## config.mk

```make
export PLATFORM = sky130hd
export DESIGN_NAME = aic_ctrl
export DESIGN_NICKNAME = d
export VERILOG_FILES = /design/src/hdl/aic_pkg.sv /design/src/hdl/aic_clk_div.sv /design/src/hdl/aic_input_mux.sv /design/src/hdl/aic_ctrl.sv
export VERILOG_INCLUDE_DIRS = /design/src /design/src/hdl
export SDC_FILE = /design/constraint.sdc
export NUM_CORES = 1
export LEC_CHECK = 0
export BUFFER_PORTS_ARGS = -buffer_cell sky130_fd_sc_hd__buf_2
export CORE_AREA = 2 2 135 137
export DETAILED_ROUTE_END_ITERATION = 16
export DIE_AREA = 0 0 137 139
export GPL_ROUTABILITY_DRIVEN = 0
export PLACE_DENSITY = 0.59
export REMOVE_ABC_BUFFERS = 1
export SYNTH_ARGS = -nofsm -noshare
export SYNTH_HDL_FRONTEND = slang
export SYNTH_HIERARCHICAL = 1
export SYNTH_SLANG_ARGS = --single-unit
```

## constraint.sdc

```tcl
create_clock -name aclk -period 3.85 [get_ports aclk]
set_clock_uncertainty 0.15 [all_clocks]
set_input_delay 0.1925 -clock aclk [delete_from_list [all_inputs] [get_ports aclk]]
set_output_delay 0.1925 -clock aclk [all_outputs]
set_load 0.01 [all_outputs]
```

## src/hdl/aic_cfg.svh

```systemverilog
// Offsets, field positions, reset values and phase lengths of the A/D control block.
`ifndef AIC_CFG_SVH
`define AIC_CFG_SVH

// ----------------------------------------------------------------------------
// Register byte offsets
// ----------------------------------------------------------------------------
`define AIC_OFS_CTRL_A 8'h00
`define AIC_OFS_CTRL_B 8'h04
`define AIC_OFS_CTRL_C 8'h08
`define AIC_OFS_RES_H  8'h0c
`define AIC_OFS_RES_L  8'h10
`define AIC_OFS_INT    8'h14
`define AIC_OFS_PIN    8'h18

// ----------------------------------------------------------------------------
// Field positions
// ----------------------------------------------------------------------------
`define AIC_A_START 0
`define AIC_A_BUSY  1
`define AIC_A_FMT   2
`define AIC_A_PWR   3
`define AIC_A_CHAN  4
`define AIC_B_DIV   0
`define AIC_B_REF   4
`define AIC_B_INS   8
`define AIC_C_RES   0
`define AIC_C_MODE  1
`define AIC_C_TEMP_SENSOR_ENABLE  3
`define AIC_I_GIE   0
`define AIC_I_AIE   1
`define AIC_I_FLAG  2

// ----------------------------------------------------------------------------
// Reset values and codes
// ----------------------------------------------------------------------------
`define AIC_RST_DIV    3'h0
`define AIC_RST_REF    2'h0
`define AIC_RST_INS    3'h0
`define AIC_RST_CHAN   4'h0
`define AIC_RST_MODE   2'h0
`define AIC_MODE_LOWI  2'h3
`define AIC_INS_BG     3'h1
`define AIC_INS_TSO    3'h2
`define AIC_INS_GND_A  3'h3
`define AIC_INS_GND_B  3'h4
`define AIC_INS_BAD    3'h7
`define AIC_RESP_OKAY  2'h0
`define AIC_RESP_SLV   2'h2

// ----------------------------------------------------------------------------
// Phase lengths in A/D clocks
// ----------------------------------------------------------------------------
`define AIC_SAMP_12    6'd4
`define AIC_SAMP_TSO   6'd46
`define AIC_SAMP_10    6'd3
`define AIC_SAMP_10LI  6'd2
`define AIC_CONV_12    4'd12
`define AIC_CONV_10    4'd10

`endif

```

## src/hdl/aic_pkg.sv

```systemverilog
// Types and shared decode functions of the A/D control block.
package aic_pkg;
`include "aic_cfg.svh"

  typedef enum logic [2:0]
  {
    AIC_IDLE   = 3'b001,
    AIC_SAMPLE = 3'b010,
    AIC_CONV   = 3'b100
  } aic_state_e;

  typedef struct packed
  {
    logic [7:0] ext_en;
    logic       bandgap_en;
    logic       tso_en;
    logic       gnd_en;
    logic [2:0] ref_en;
  } aic_route_s;

  function automatic logic aic_is_ext(input logic [2:0] ins);
    return (ins == 3'h0) || (ins == 3'h5) || (ins == 3'h6);
  endfunction

  function automatic logic [5:0] aic_samp_len(input logic res10, input logic [1:0] mode,
                                               input logic [2:0] ins);
    if (!res10)
      return (ins == `AIC_INS_TSO) ? `AIC_SAMP_TSO : `AIC_SAMP_12;
    return (mode == `AIC_MODE_LOWI) ? `AIC_SAMP_10LI : `AIC_SAMP_10;
  endfunction
endpackage

```

## src/hdl/aic_clk_div.sv

```systemverilog
// A/D clock tick generator: one tick every 2**div_sel system clocks.
`timescale 1ns/1ns
module aic_clk_div #(
  parameter int DIV_W = 3
) (
  // Clock and reset
  input  wire logic             aclk,
  input  wire logic             aresetn,
  // Control
  input  wire logic [DIV_W-1:0] div_sel,
  input  wire logic             run,
  // Tick
  output logic                  tick
);
  localparam int CW = (1 << DIV_W) - 1;

  logic [CW-1:0] cnt_reg;
  logic [CW-1:0] mask;

  // The count restarts whenever the converter is idle so a conversion always
  // begins on a fresh A/D clock.
  always_ff @(posedge aclk)
  begin
    if (!aresetn || !run)
      cnt_reg <= '0;
    else
      cnt_reg <= cnt_reg + 1'b1;
  end

  assign mask = CW'((32'd1 << div_sel) - 32'd1);
  // The tick closes each A/D clock period, so a phase of n A/D clocks spans n full periods.
  assign tick = run && ((cnt_reg & mask) == mask);
endmodule

```

## src/hdl/aic_input_mux.sv

```systemverilog
// Decode of reference and converter input selection into switch enables.
`timescale 1ns/1ns
module aic_input_mux
  import aic_pkg::*;
#(
  parameter int N_CH = 8
) (
  // Selection
  input  wire logic [2:0] ins_sel,
  input  wire logic [3:0] chan_sel,
  input  wire logic [1:0] ref_sel,
  // Switch enables
  output aic_route_s      route
);
  logic ext_mode;

  assign ext_mode = aic_is_ext(ins_sel);

  // A code above the fitted channels closes no switch and the input floats.
  genvar i;
  generate
    for (i = 0; i < 8; i++)
    begin : g_ch
      assign route.ext_en[i] = ext_mode && (i < N_CH) && (chan_sel == 4'(i));
    end
  endgenerate

  assign route.bandgap_en = (ins_sel == `AIC_INS_BG);
  assign route.tso_en     = (ins_sel == `AIC_INS_TSO);
  assign route.gnd_en     = (ins_sel == `AIC_INS_GND_A) || (ins_sel == `AIC_INS_GND_B);

  assign route.ref_en[0] = (ref_sel == 2'h0);
  assign route.ref_en[1] = ref_sel[0];
  assign route.ref_en[2] = (ref_sel == 2'h2);
endmodule

```

## src/hdl/aic_ctrl.sv

```systemverilog
// A/D converter input, reference and conversion sequencing with AXI4-Lite registers.
// Function
// - Reference field routes pin, supply or sensor.
// - Codes 000/101/110 connect chosen external channel.
// - Channel codes beyond fitted pins float.
// - Internal codes select bandgap, sensor, ground.
// - Analog pin drops digital functions and pull-up.
// - Analog function overrides port direction.
// - 12-bit: 4 sample plus 12 convert.
// - 12-bit sensor: 46 sample plus 12.
// - 10-bit low current: 2 plus 10.
// - 10-bit other modes: 3 plus 10.
// - Conversion runs without stalling the processor.
// - Start bit low-high-low begins conversion.
// - Busy high during conversion, then results.
// - Format bit arranges result across registers.
// - A/D clock is system clock over power-of-two.
// - Completion sets request flag, gated interrupt.
// - Rate field picks three speeds or low current; codes 0-2 time alike here, only code 3 shortens the 10-bit sample.
`timescale 1ns/1ns
`include "aic_cfg.svh"
module aic_ctrl
  import aic_pkg::*;
#(
  parameter int AW   = 8,
  parameter int N_CH = 8
) (
  // Clock and reset
  input  wire logic            aclk,
  input  wire logic            aresetn,
  // AXI4-Lite write
  input  wire logic [AW-1:0]   s_axi_awaddr,
  input  wire logic            s_axi_awvalid,
  output logic                 s_axi_awready,
  input  wire logic [31:0]     s_axi_wdata,
  input  wire logic [3:0]      s_axi_wstrb,
  input  wire logic            s_axi_wvalid,
  output logic                 s_axi_wready,
  output logic [1:0]           s_axi_bresp,
  output logic                 s_axi_bvalid,
  input  wire logic            s_axi_bready,
  // AXI4-Lite read
  input  wire logic [AW-1:0]   s_axi_araddr,
  input  wire logic            s_axi_arvalid,
  output logic                 s_axi_arready,
  output logic [31:0]          s_axi_rdata,
  output logic [1:0]           s_axi_rresp,
  output logic                 s_axi_rvalid,
  input  wire logic            s_axi_rready,
  // Analog front end
  input  wire logic            comp_i,
  output logic                 adc_power_reg,
  output logic                 adc_sample_reg,
  output logic [11:0]          sar_code_reg,
  output aic_route_s           route_reg,
  output logic                 temp_sensor_enable_reg,
  // Shared pins
  input  wire logic [N_CH-1:0] port_pullup_cfg,
  input  wire logic [N_CH-1:0] port_out_cfg,
  output logic [N_CH-1:0]      pin_pullup_en_reg,
  output logic [N_CH-1:0]      pin_out_en_reg,
  output logic [N_CH-1:0]      pin_digital_en_reg,
  // Interrupt
  output logic                 adc_irq_reg
);

  // --------------------------------------------------------------------------
  // Declarations
  // --------------------------------------------------------------------------
  logic            start_reg;
  logic            start_prev_reg;
  logic            fmt_reg;
  logic [3:0]      chan_reg;
  logic [2:0]      div_reg;
  logic [1:0]      ref_reg;
  logic [2:0]      ins_reg;
  logic            res_sel_reg;
  logic [1:0]      mode_reg;
  logic            gie_reg;
  logic            aie_reg;
  logic            flag_reg;
  logic [N_CH-1:0] pin_an_reg;
  aic_state_e      state_reg;
  logic [5:0]      cnt_reg;
  logic [5:0]      samp_len_reg;
  logic [3:0]      conv_len_reg;
  logic [7:0]      res_h_reg;
  logic [7:0]      res_l_reg;
  logic            busy;
  logic            start_fall;
  logic            tick;
  logic            conv_done;
  logic [3:0]      bit_idx;
  logic [11:0]     sar_final;
  logic [15:0]     res_left;
  logic [15:0]     res_right;
  logic            wr_fire;
  logic [31:0]     wr_word;
  logic [AW-1:0]   waddr;
  aic_route_s      route_next;

  // --------------------------------------------------------------------------
  // Register decode helpers
  // --------------------------------------------------------------------------
  function automatic logic [AW-1:0] align(input logic [AW-1:0] a);
    return {a[AW-1:2], 2'b00};
  endfunction

  function automatic logic mapped(input logic [AW-1:0] a);
    return align(a) <= AW'(`AIC_OFS_PIN);
  endfunction

  function automatic logic [31:0] rd_word(input logic [AW-1:0] a);
    logic [31:0] w;
    w = '0;
    case (align(a))
      AW'(`AIC_OFS_CTRL_A): w[7:0] = {chan_reg, adc_power_reg, fmt_reg, busy, start_reg};
      AW'(`AIC_OFS_CTRL_B): w[10:0] = {ins_reg, 2'b00, ref_reg, 1'b0, div_reg};
      AW'(`AIC_OFS_CTRL_C): w[3:0] = {temp_sensor_enable_reg, mode_reg, res_sel_reg};
      AW'(`AIC_OFS_RES_H):  w[7:0] = res_h_reg;
      AW'(`AIC_OFS_RES_L):  w[7:0] = res_l_reg;
      AW'(`AIC_OFS_INT):    w[2:0] = {flag_reg, aie_reg, gie_reg};
      AW'(`AIC_OFS_PIN):    w[N_CH-1:0] = pin_an_reg;
      default:              w = '0;
    endcase
    return w;
  endfunction

  function automatic logic [31:0] merge(input logic [31:0] old, input logic [31:0] d,
                                        input logic [3:0] strb);
    logic [31:0] m;
    m = old;
    for (int b = 0; b < 4; b++)
    begin
      if (strb[b])
        m[b*8 +: 8] = d[b*8 +: 8];
    end
    return m;
  endfunction

  // --------------------------------------------------------------------------
  // AXI4-Lite slave
  // --------------------------------------------------------------------------
  // Address and data are taken together in one cycle; the master offers both.
  assign wr_fire = s_axi_awready && s_axi_awvalid && s_axi_wvalid;
  assign waddr   = align(s_axi_awaddr);
  assign wr_word = merge(rd_word(s_axi_awaddr), s_axi_wdata, s_axi_wstrb);

  always_ff @(posedge aclk)
  begin
    if (!aresetn)
    begin
      s_axi_awready <= 1'b0;
      s_axi_wready  <= 1'b0;
      s_axi_bvalid  <= 1'b0;
      s_axi_bresp   <= `AIC_RESP_OKAY;
    end
    else
    begin
      s_axi_awready <= s_axi_awvalid && s_axi_wvalid && !s_axi_awready && !s_axi_bvalid;
      s_axi_wready  <= s_axi_awvalid && s_axi_wvalid && !s_axi_awready && !s_axi_bvalid;
      if (wr_fire)
      begin
        s_axi_bvalid <= 1'b1;
        s_axi_bresp  <= mapped(s_axi_awaddr) ? `AIC_RESP_OKAY : `AIC_RESP_SLV;
      end
      else if (s_axi_bready)
        s_axi_bvalid <= 1'b0;
    end
  end

  always_ff @(posedge aclk)
  begin
    if (!aresetn)
    begin
      s_axi_arready <= 1'b0;
      s_axi_rvalid  <= 1'b0;
      s_axi_rdata   <= '0;
      s_axi_rresp   <= `AIC_RESP_OKAY;
    end
    else
    begin
      s_axi_arready <= s_axi_arvalid && !s_axi_arready && !s_axi_rvalid;
      if (s_axi_arready && s_axi_arvalid)
      begin
        s_axi_rvalid <= 1'b1;
        s_axi_rdata  <= rd_word(s_axi_araddr);
        s_axi_rresp  <= mapped(s_axi_araddr) ? `AIC_RESP_OKAY : `AIC_RESP_SLV;
      end
      else if (s_axi_rready)
        s_axi_rvalid <= 1'b0;
    end
  end

  // --------------------------------------------------------------------------
  // Configuration registers
  // --------------------------------------------------------------------------
  always_ff @(posedge aclk)
  begin
    if (!aresetn)
    begin
      start_reg              <= 1'b0;
      fmt_reg                <= 1'b0;
      adc_power_reg          <= 1'b0;
      chan_reg               <= `AIC_RST_CHAN;
      div_reg                <= `AIC_RST_DIV;
      ref_reg                <= `AIC_RST_REF;
      ins_reg                <= `AIC_RST_INS;
      res_sel_reg            <= 1'b0;
      mode_reg               <= `AIC_RST_MODE;
      temp_sensor_enable_reg <= 1'b0;
      gie_reg                <= 1'b0;
      aie_reg                <= 1'b0;
      pin_an_reg             <= '0;
    end
    else if (wr_fire)
    begin
      case (waddr)
        AW'(`AIC_OFS_CTRL_A):
        begin
          start_reg     <= wr_word[`AIC_A_START];
          fmt_reg       <= wr_word[`AIC_A_FMT];
          adc_power_reg <= wr_word[`AIC_A_PWR];
          chan_reg      <= wr_word[`AIC_A_CHAN +: 4];
        end
        AW'(`AIC_OFS_CTRL_B):
        begin
          div_reg <= wr_word[`AIC_B_DIV +: 3];
          ref_reg <= wr_word[`AIC_B_REF +: 2];
          // The forbidden internal code is dropped so the old selection stays.
          if (wr_word[`AIC_B_INS +: 3] != `AIC_INS_BAD)
            ins_reg <= wr_word[`AIC_B_INS +: 3];
        end
        AW'(`AIC_OFS_CTRL_C):
        begin
          res_sel_reg            <= wr_word[`AIC_C_RES];
          mode_reg               <= wr_word[`AIC_C_MODE +: 2];
          temp_sensor_enable_reg <= wr_word[`AIC_C_TEMP_SENSOR_ENABLE];
        end
        AW'(`AIC_OFS_INT):
        begin
          gie_reg <= wr_word[`AIC_I_GIE];
          aie_reg <= wr_word[`AIC_I_AIE];
        end
        AW'(`AIC_OFS_PIN):
          pin_an_reg <= wr_word[N_CH-1:0];
        default:
          pin_an_reg <= pin_an_reg;
      endcase
    end
  end

  // --------------------------------------------------------------------------
  // Input routing and shared pins
  // --------------------------------------------------------------------------
  aic_input_mux #(
    .N_CH     (N_CH)
  ) u_mux (
    .ins_sel  (ins_reg),
    .chan_sel (chan_reg),
    .ref_sel  (ref_reg),
    .route    (route_next)
  );

  always_ff @(posedge aclk)
  begin
    if (!aresetn)
      route_reg <= '0;
    else
      route_reg <= route_next;
  end

  genvar p;
  generate
    for (p = 0; p < N_CH; p++)
    begin : g_pin
      always_ff @(posedge aclk)
      begin
        if (!aresetn)
        begin
          pin_pullup_en_reg[p]  <= 1'b0;
          pin_out_en_reg[p]     <= 1'b0;
          pin_digital_en_reg[p] <= 1'b1;
        end
        else
        begin
          pin_pullup_en_reg[p]  <= port_pullup_cfg[p] && !pin_an_reg[p];
          pin_out_en_reg[p]     <= port_out_cfg[p] && !pin_an_reg[p];
          pin_digital_en_reg[p] <= !pin_an_reg[p];
        end
      end
    end
  endgenerate

  // --------------------------------------------------------------------------
  // Conversion sequencer
  // --------------------------------------------------------------------------
  assign busy       = (state_reg != AIC_IDLE);
  assign start_fall = start_prev_reg && !start_reg;
  assign conv_done  = adc_power_reg && (state_reg == AIC_CONV) && tick &&
                      (cnt_reg == {2'b00, conv_len_reg - 4'd1});
  assign bit_idx    = conv_len_reg - 4'd1 - cnt_reg[3:0];

  aic_clk_div #(
    .DIV_W   (3)
  ) u_div (
    .aclk    (aclk),
    .aresetn (aresetn),
    .div_sel (div_reg),
    .run     (adc_power_reg && busy),
    .tick    (tick)
  );

  always_ff @(posedge aclk)
  begin
    if (!aresetn)
      start_prev_reg <= 1'b0;
    else
      start_prev_reg <= start_reg;
  end

  // Sequencing runs in hardware only; the bus stays free meanwhile.
  always_ff @(posedge aclk)
  begin
    if (!aresetn)
    begin
      state_reg    <= AIC_IDLE;
      cnt_reg      <= '0;
      samp_len_reg <= `AIC_SAMP_12;
      conv_len_reg <= `AIC_CONV_12;
    end
    else if (adc_power_reg)
    begin
      case (state_reg)
        AIC_IDLE:
          if (start_fall)
          begin
            state_reg    <= AIC_SAMPLE;
            cnt_reg      <= '0;
            samp_len_reg <= aic_samp_len(res_sel_reg, mode_reg, ins_reg);
            conv_len_reg <= res_sel_reg ? `AIC_CONV_10 : `AIC_CONV_12;
          end
        AIC_SAMPLE:
          if (tick)
          begin
            if (cnt_reg == samp_len_reg - 6'd1)
            begin
              state_reg <= AIC_CONV;
              cnt_reg   <= '0;
            end
            else
              cnt_reg <= cnt_reg + 6'd1;
          end
        AIC_CONV:
          if (tick)
          begin
            if (conv_done)
            begin
              state_reg <= AIC_IDLE;
              cnt_reg   <= '0;
            end
            else
              cnt_reg <= cnt_reg + 6'd1;
          end
        default:
          state_reg <= AIC_IDLE;
      endcase
    end
  end

  always_ff @(posedge aclk)
  begin
    if (!aresetn)
      adc_sample_reg <= 1'b0;
    else
      adc_sample_reg <= (state_reg == AIC_SAMPLE);
  end

  // One bit is decided per A/D clock, most significant first.
  always_ff @(posedge aclk)
  begin
    if (!aresetn)
      sar_code_reg <= '0;
    else if (adc_power_reg && tick)
    begin
      if (state_reg == AIC_SAMPLE && cnt_reg == samp_len_reg - 6'd1)
        sar_code_reg <= 12'(12'h1 << (conv_len_reg - 4'd1));
      else if (state_reg == AIC_CONV)
      begin
        sar_code_reg[bit_idx] <= comp_i;
        if (bit_idx != 4'd0)
          sar_code_reg[bit_idx - 4'd1] <= 1'b1;
      end
    end
  end

  always_comb
  begin
    sar_final          = sar_code_reg;
    sar_final[bit_idx] = comp_i;
  end

  // --------------------------------------------------------------------------
  // Result registers and completion flag
  // --------------------------------------------------------------------------
  assign res_right = {4'h0, sar_final};
  assign res_left  = res_sel_reg ? {sar_final[9:0], 6'h00} : {sar_final, 4'h0};

  always_ff @(posedge aclk)
  begin
    if (!aresetn)
    begin
      res_h_reg <= '0;
      res_l_reg <= '0;
    end
    else if (conv_done)
    begin
      res_h_reg <= fmt_reg ? res_right[15:8] : res_left[15:8];
      res_l_reg <= fmt_reg ? res_right[7:0] : res_left[7:0];
    end
  end

  // Completion wins over a clear written in the same cycle.
  always_ff @(posedge aclk)
  begin
    if (!aresetn)
      flag_reg <= 1'b0;
    else if (conv_done)
      flag_reg <= 1'b1;
    else if (wr_fire && waddr == AW'(`AIC_OFS_INT) && s_axi_wstrb[0] && s_axi_wdata[`AIC_I_FLAG])
      flag_reg <= 1'b0;
  end

  always_ff @(posedge aclk)
  begin
    if (!aresetn)
      adc_irq_reg <= 1'b0;
    else
      adc_irq_reg <= flag_reg && gie_reg && aie_reg;
  end

  // --------------------------------------------------------------------------
  // Checks
  // --------------------------------------------------------------------------
  logic [6:0] tick_total_reg;

  always_ff @(posedge aclk)
  begin
    if (!aresetn || !busy)
      tick_total_reg <= '0;
    else if (tick)
      tick_total_reg <= tick_total_reg + 7'd1;
  end

  chk_ref_route: assert property (@(posedge aclk) disable iff (!aresetn)
    (ref_reg == 2'h2) && $stable(ref_reg) |=> route_reg.ref_en == 3'b100)
    else $error("Sensor reference not routed.");

  chk_ext_route: assert property (@(posedge aclk) disable iff (!aresetn)
    (ins_reg == 3'h5) && (chan_reg == 4'h2) && $stable(chan_reg) && $stable(ins_reg)
    |=> route_reg.ext_en == 8'h04)
    else $error("External channel two not connected.");

  chk_float_chan: assert property (@(posedge aclk) disable iff (!aresetn)
    (chan_reg >= 4'(N_CH)) && $stable(chan_reg) |=> route_reg.ext_en == 8'h00)
    else $error("Absent channel drives a pin.");

  chk_int_route: assert property (@(posedge aclk) disable iff (!aresetn)
    (ins_reg == 3'h4) && $stable(ins_reg)
    |=> route_reg.gnd_en && !route_reg.tso_en && !route_reg.bandgap_en)
    else $error("Ground code routed wrongly.");

  chk_pull_off: assert property (@(posedge aclk) disable iff (!aresetn)
    pin_an_reg[0] && $stable(pin_an_reg) |=> !pin_pullup_en_reg[0] && !pin_out_en_reg[0])
    else $error("Analog pin keeps digital drive.");

  chk_conv_len: assert property (@(posedge aclk) disable iff (!aresetn)
    $fell(busy) |-> tick_total_reg == 7'(samp_len_reg) + 7'(conv_len_reg))
    else $error("Conversion length wrong.");

  chk_start_busy: assert property (@(posedge aclk) disable iff (!aresetn)
    start_fall && adc_power_reg && !busy |=> busy ##1 busy)
    else $error("Start pulse did not raise busy.");

  chk_busy_ignore: assert property (@(posedge aclk) disable iff (!aresetn)
    start_fall && busy |=> $stable(samp_len_reg) && $stable(conv_len_reg))
    else $error("Start during busy disturbed conversion.");

  chk_power_hold: assert property (@(posedge aclk) disable iff (!aresetn)
    !adc_power_reg |=> $stable(busy) && $stable(res_h_reg) && $stable(res_l_reg))
    else $error("Powered-down converter changed state.");

  chk_irq_flag: assert property (@(posedge aclk) disable iff (!aresetn)
    $fell(busy) |-> flag_reg ##1 (adc_irq_reg == (gie_reg && aie_reg)))
    else $error("Completion did not set request.");

endmodule

```

==> run metrics <==
status=finished, final reports clean; drt initial violations=546; CP peak stage delay=~0.6 ns; CTS Buffer Depth=2; Final HPWL DP=14200 um; Critical-path top delay cell=or4_1; Top FF cell, synth=dfxtp_1; CTS tree=yes; RSZ-0062 raised after global routing=no; Total Routing Usage GR=20.6%; Port Buffers=120; die width=~140 um; Arr. time, crit path=3.66 ns; 1st-pass router iterations=6; Netlist cell types=76; layout net count=1021; main combinational cell family by area after synthesis=simple AND/OR/NAND/NOR gates; most frequent cells in the layout=dfxtp_1 (137), buf_2 (120), nand2_1 (81); first-pass GRT wire length=about 31000 um; post-layout minimum cycle time=3.49 ns; worst vdd ir=0.316 mV; Post-synth ARST share=0%; # resized after CTS=0; WL final=approximately 20000 um; worst hold path type=input pin to flip-flop; post-route worst setup slack=between 0.3 and 0.4 ns; PD cells=between 300 and 400 nW/um2; clk sinks=137; Syn Inst Count=between 800 and 900; antenna violations before repair=0; top cell type's share of synthesized area=39.5%; most common cell after layout, fill and taps aside=dfxtp_1; Max Cap Violations=0; Setup WS pre-CTS=roughly 0.4 ns; Post-Place Cell Area=7590 um2; Post-Syn Area=6940 um2; sw frac=21.4%; number of post-CTS setup repair buffers=0; Clock Latency Late Sink=0.42 ns; headroom to the max-slew limit=about 44%; Num CTS Buffers=17; Die Area=approximately 19000 um2; largest net degree at the start of global routing=43; area leader, netlist=dfxtp_1; crit path kind=flip-flop to flip-flop; Starting Density=39.3%; Final Setup Violations=0; Max Freq=roughly 290 MHz; syn_area_per_cell=8.55 um2; Fin. Hold Viols=0; Antenna diodes=0; Setup crit start kind=flip-flop; cells along the critical path=inv_1 -> ha_1 -> inv_1 -> ha_1 -> o21a_1 -> or4_1 -> a21boi_1 -> mux2i_1 -> o21ai_0 -> a221o_1; CP endpoint kind=flip-flop; final setup TNS=0 ns; number of H-tree levels=4; vias in the first global route=5881; area share of xor/xnor cells in the synthesized design=around 2.4%; Seq/Total Area, Yosys=39.5%; Reg clk slew, reported paths=0.06 ns; Root Buffer Master=clkbuf_16; Simple-Gate Fraction of Synth Area=22.5%; core area=around 18000 um2; Row Count=49; overall power=3320 uW; Synth Area in Compound Gates=22.3%; static leakage=0.00345 uW; height of the die=around 140 um; antenna viol nets, final=0; number of synthesized flops with an enable pin=0; WL/cell=16.7 um; max reg flops=14; Warnings, synthesis=6; proportion of synthesized area in mux cells=4.64%; ranking of synthesized cells by area=dfxtp_1 (40%), nand2_1 (4.4%), a21oi_1 (4.1%); Switching Power=711 uW; Vias=6392; max-slew violations=0; Seq pwr share=a little over two fifths; layout cells sized above 1=19.6%; I/O Pins=171; post-synthesis adder-cell area fraction=2.16%; clock network power share=51.7%; area grow syn2layout=21.9%; drt drc=0; worst-path fanout max=8; Gate power share=about 5.1%; Worst-Margin Slew=0.838 ns; Overflow after GRT=0; hold_ws=~0.045 ns; fin crit share=roughly nine tenths; Via density=5.45; number of synthesized register bits=137; WP data required=~4.0 ns; Filler cells=1736; Pint=~2600 uW; Final Cell Area=8460 um2
## worst max-delay path, delay by kind of cell, from the launching register on
kind	cells	cell delay, ns
and+or+nand+nor	1	0.60
muxes	1	0.41
buffers and inverters	2	0.17
AOI/OAI and AO/OA	4	0.94
adders and majority gates	2	0.65
DFF	1	0.47
## per-layer routing
| layer | GRT usage (%) | vias to the layer above | part of all wire, % |
|---|---|---|---|
| li1 | - | 3148 | - |
| met1 | 27.4 | 2998 | 45 |
| met2 | 33.5 | 222 | 47 |
| met3 | 4.02 | 24 | 6.5 |
| met4 | 6.08 | 0 | 1.6 |
| met5 | 0 | - | 0 |
## repair_timing
item                                    4_1_cts  5_1_grt
hold buffers                                 26        0
hold endpoints to repair                     26        0
endpoints found under the setup margin        0        0
## Yosys cell counts (all sizes together) (8+ instances only)
cell / count
nand2: 81
nor2: 49
xor2: 9
dfxtp: 137
buf: 35
a21oi: 58
nand3: 44
ha: 12
nand2b: 13
nor3b: 26
o21ai: 57
nor3: 9
a2111oi: 9
and3: 18
inv: 18
a22oi: 16
a2bb2oi: 8
and2: 22
a31oi: 11
clkbuf: 38
a21o: 13
mux2i: 23
## worst paths after layout
kind / start / end / slack, ns / cells after the start
setup / recovery: samp_len_reg[2] / sar_code_reg[7] / 0.36 / 10
setup reg to reg: samp_len_reg[2] / sar_code_reg[7] / 0.36 / 10
hold reg to reg: s_axi_rvalid / s_axi_arready / 0.30 / 1
hold / removal: s_axi_awaddr[3] / s_axi_bresp[1] / 0.05 / 3
## cell families (layout without fill, tap and decap cells)
| logic type | Yosys count | after routing |
|---|---|---|
| and+or+nand+nor | 298 | 298 |
| AOI/OAI and AO/OA | 228 | 228 |
| DFF | 137 | 137 |
| buffers and inverters | 91 | 202 |
| muxes | 29 | 29 |
| xor gates and xnor gates | 15 | 15 |
| adders and majority gates | 12 | 12 |
| other | 1 | 23 |
## through the flow
stage | instances | utilization [%]
2_1_floorplan | 760 | -
3_3_place_gp | 1117 | 43.0
3_5_place_dp | 1117 | 43.0
4_1_cts | 1173 | 47.9
5_1_grt | 1173 | 47.9
6_report | 1173 | 47.9
## power by group through the flow
| stage | clock [uW] | combinational (uW) | sequential (uW) |
|---|---|---|---|
| CTS | 1740 | 167 | 1440 |
| global route | 1800 | 185 | 1440 |
| finish | 1710 | 168 | 1440 |
| floorplan | 0 | 54.5 | 1480 |
| detailed placement | 0 | 146 | 1470 |
| global placement | 0 | 146 | 1470 |
## cell type report
cell class / count / area (um2) / area share (%)
clock buffer: 22 / 464 / 5.49
clock inverter: 8 / 145 / 1.72
inverter: 18 / 67.6 / 0.799
multi-input combinational: 605 / 3830 / 45.3
sequential: 137 / 2740 / 32.4
tap: 229 / 287 / 3.39
timing repair buffer: 154 / 921 / 10.9
(Power assumes the default switching activity.)
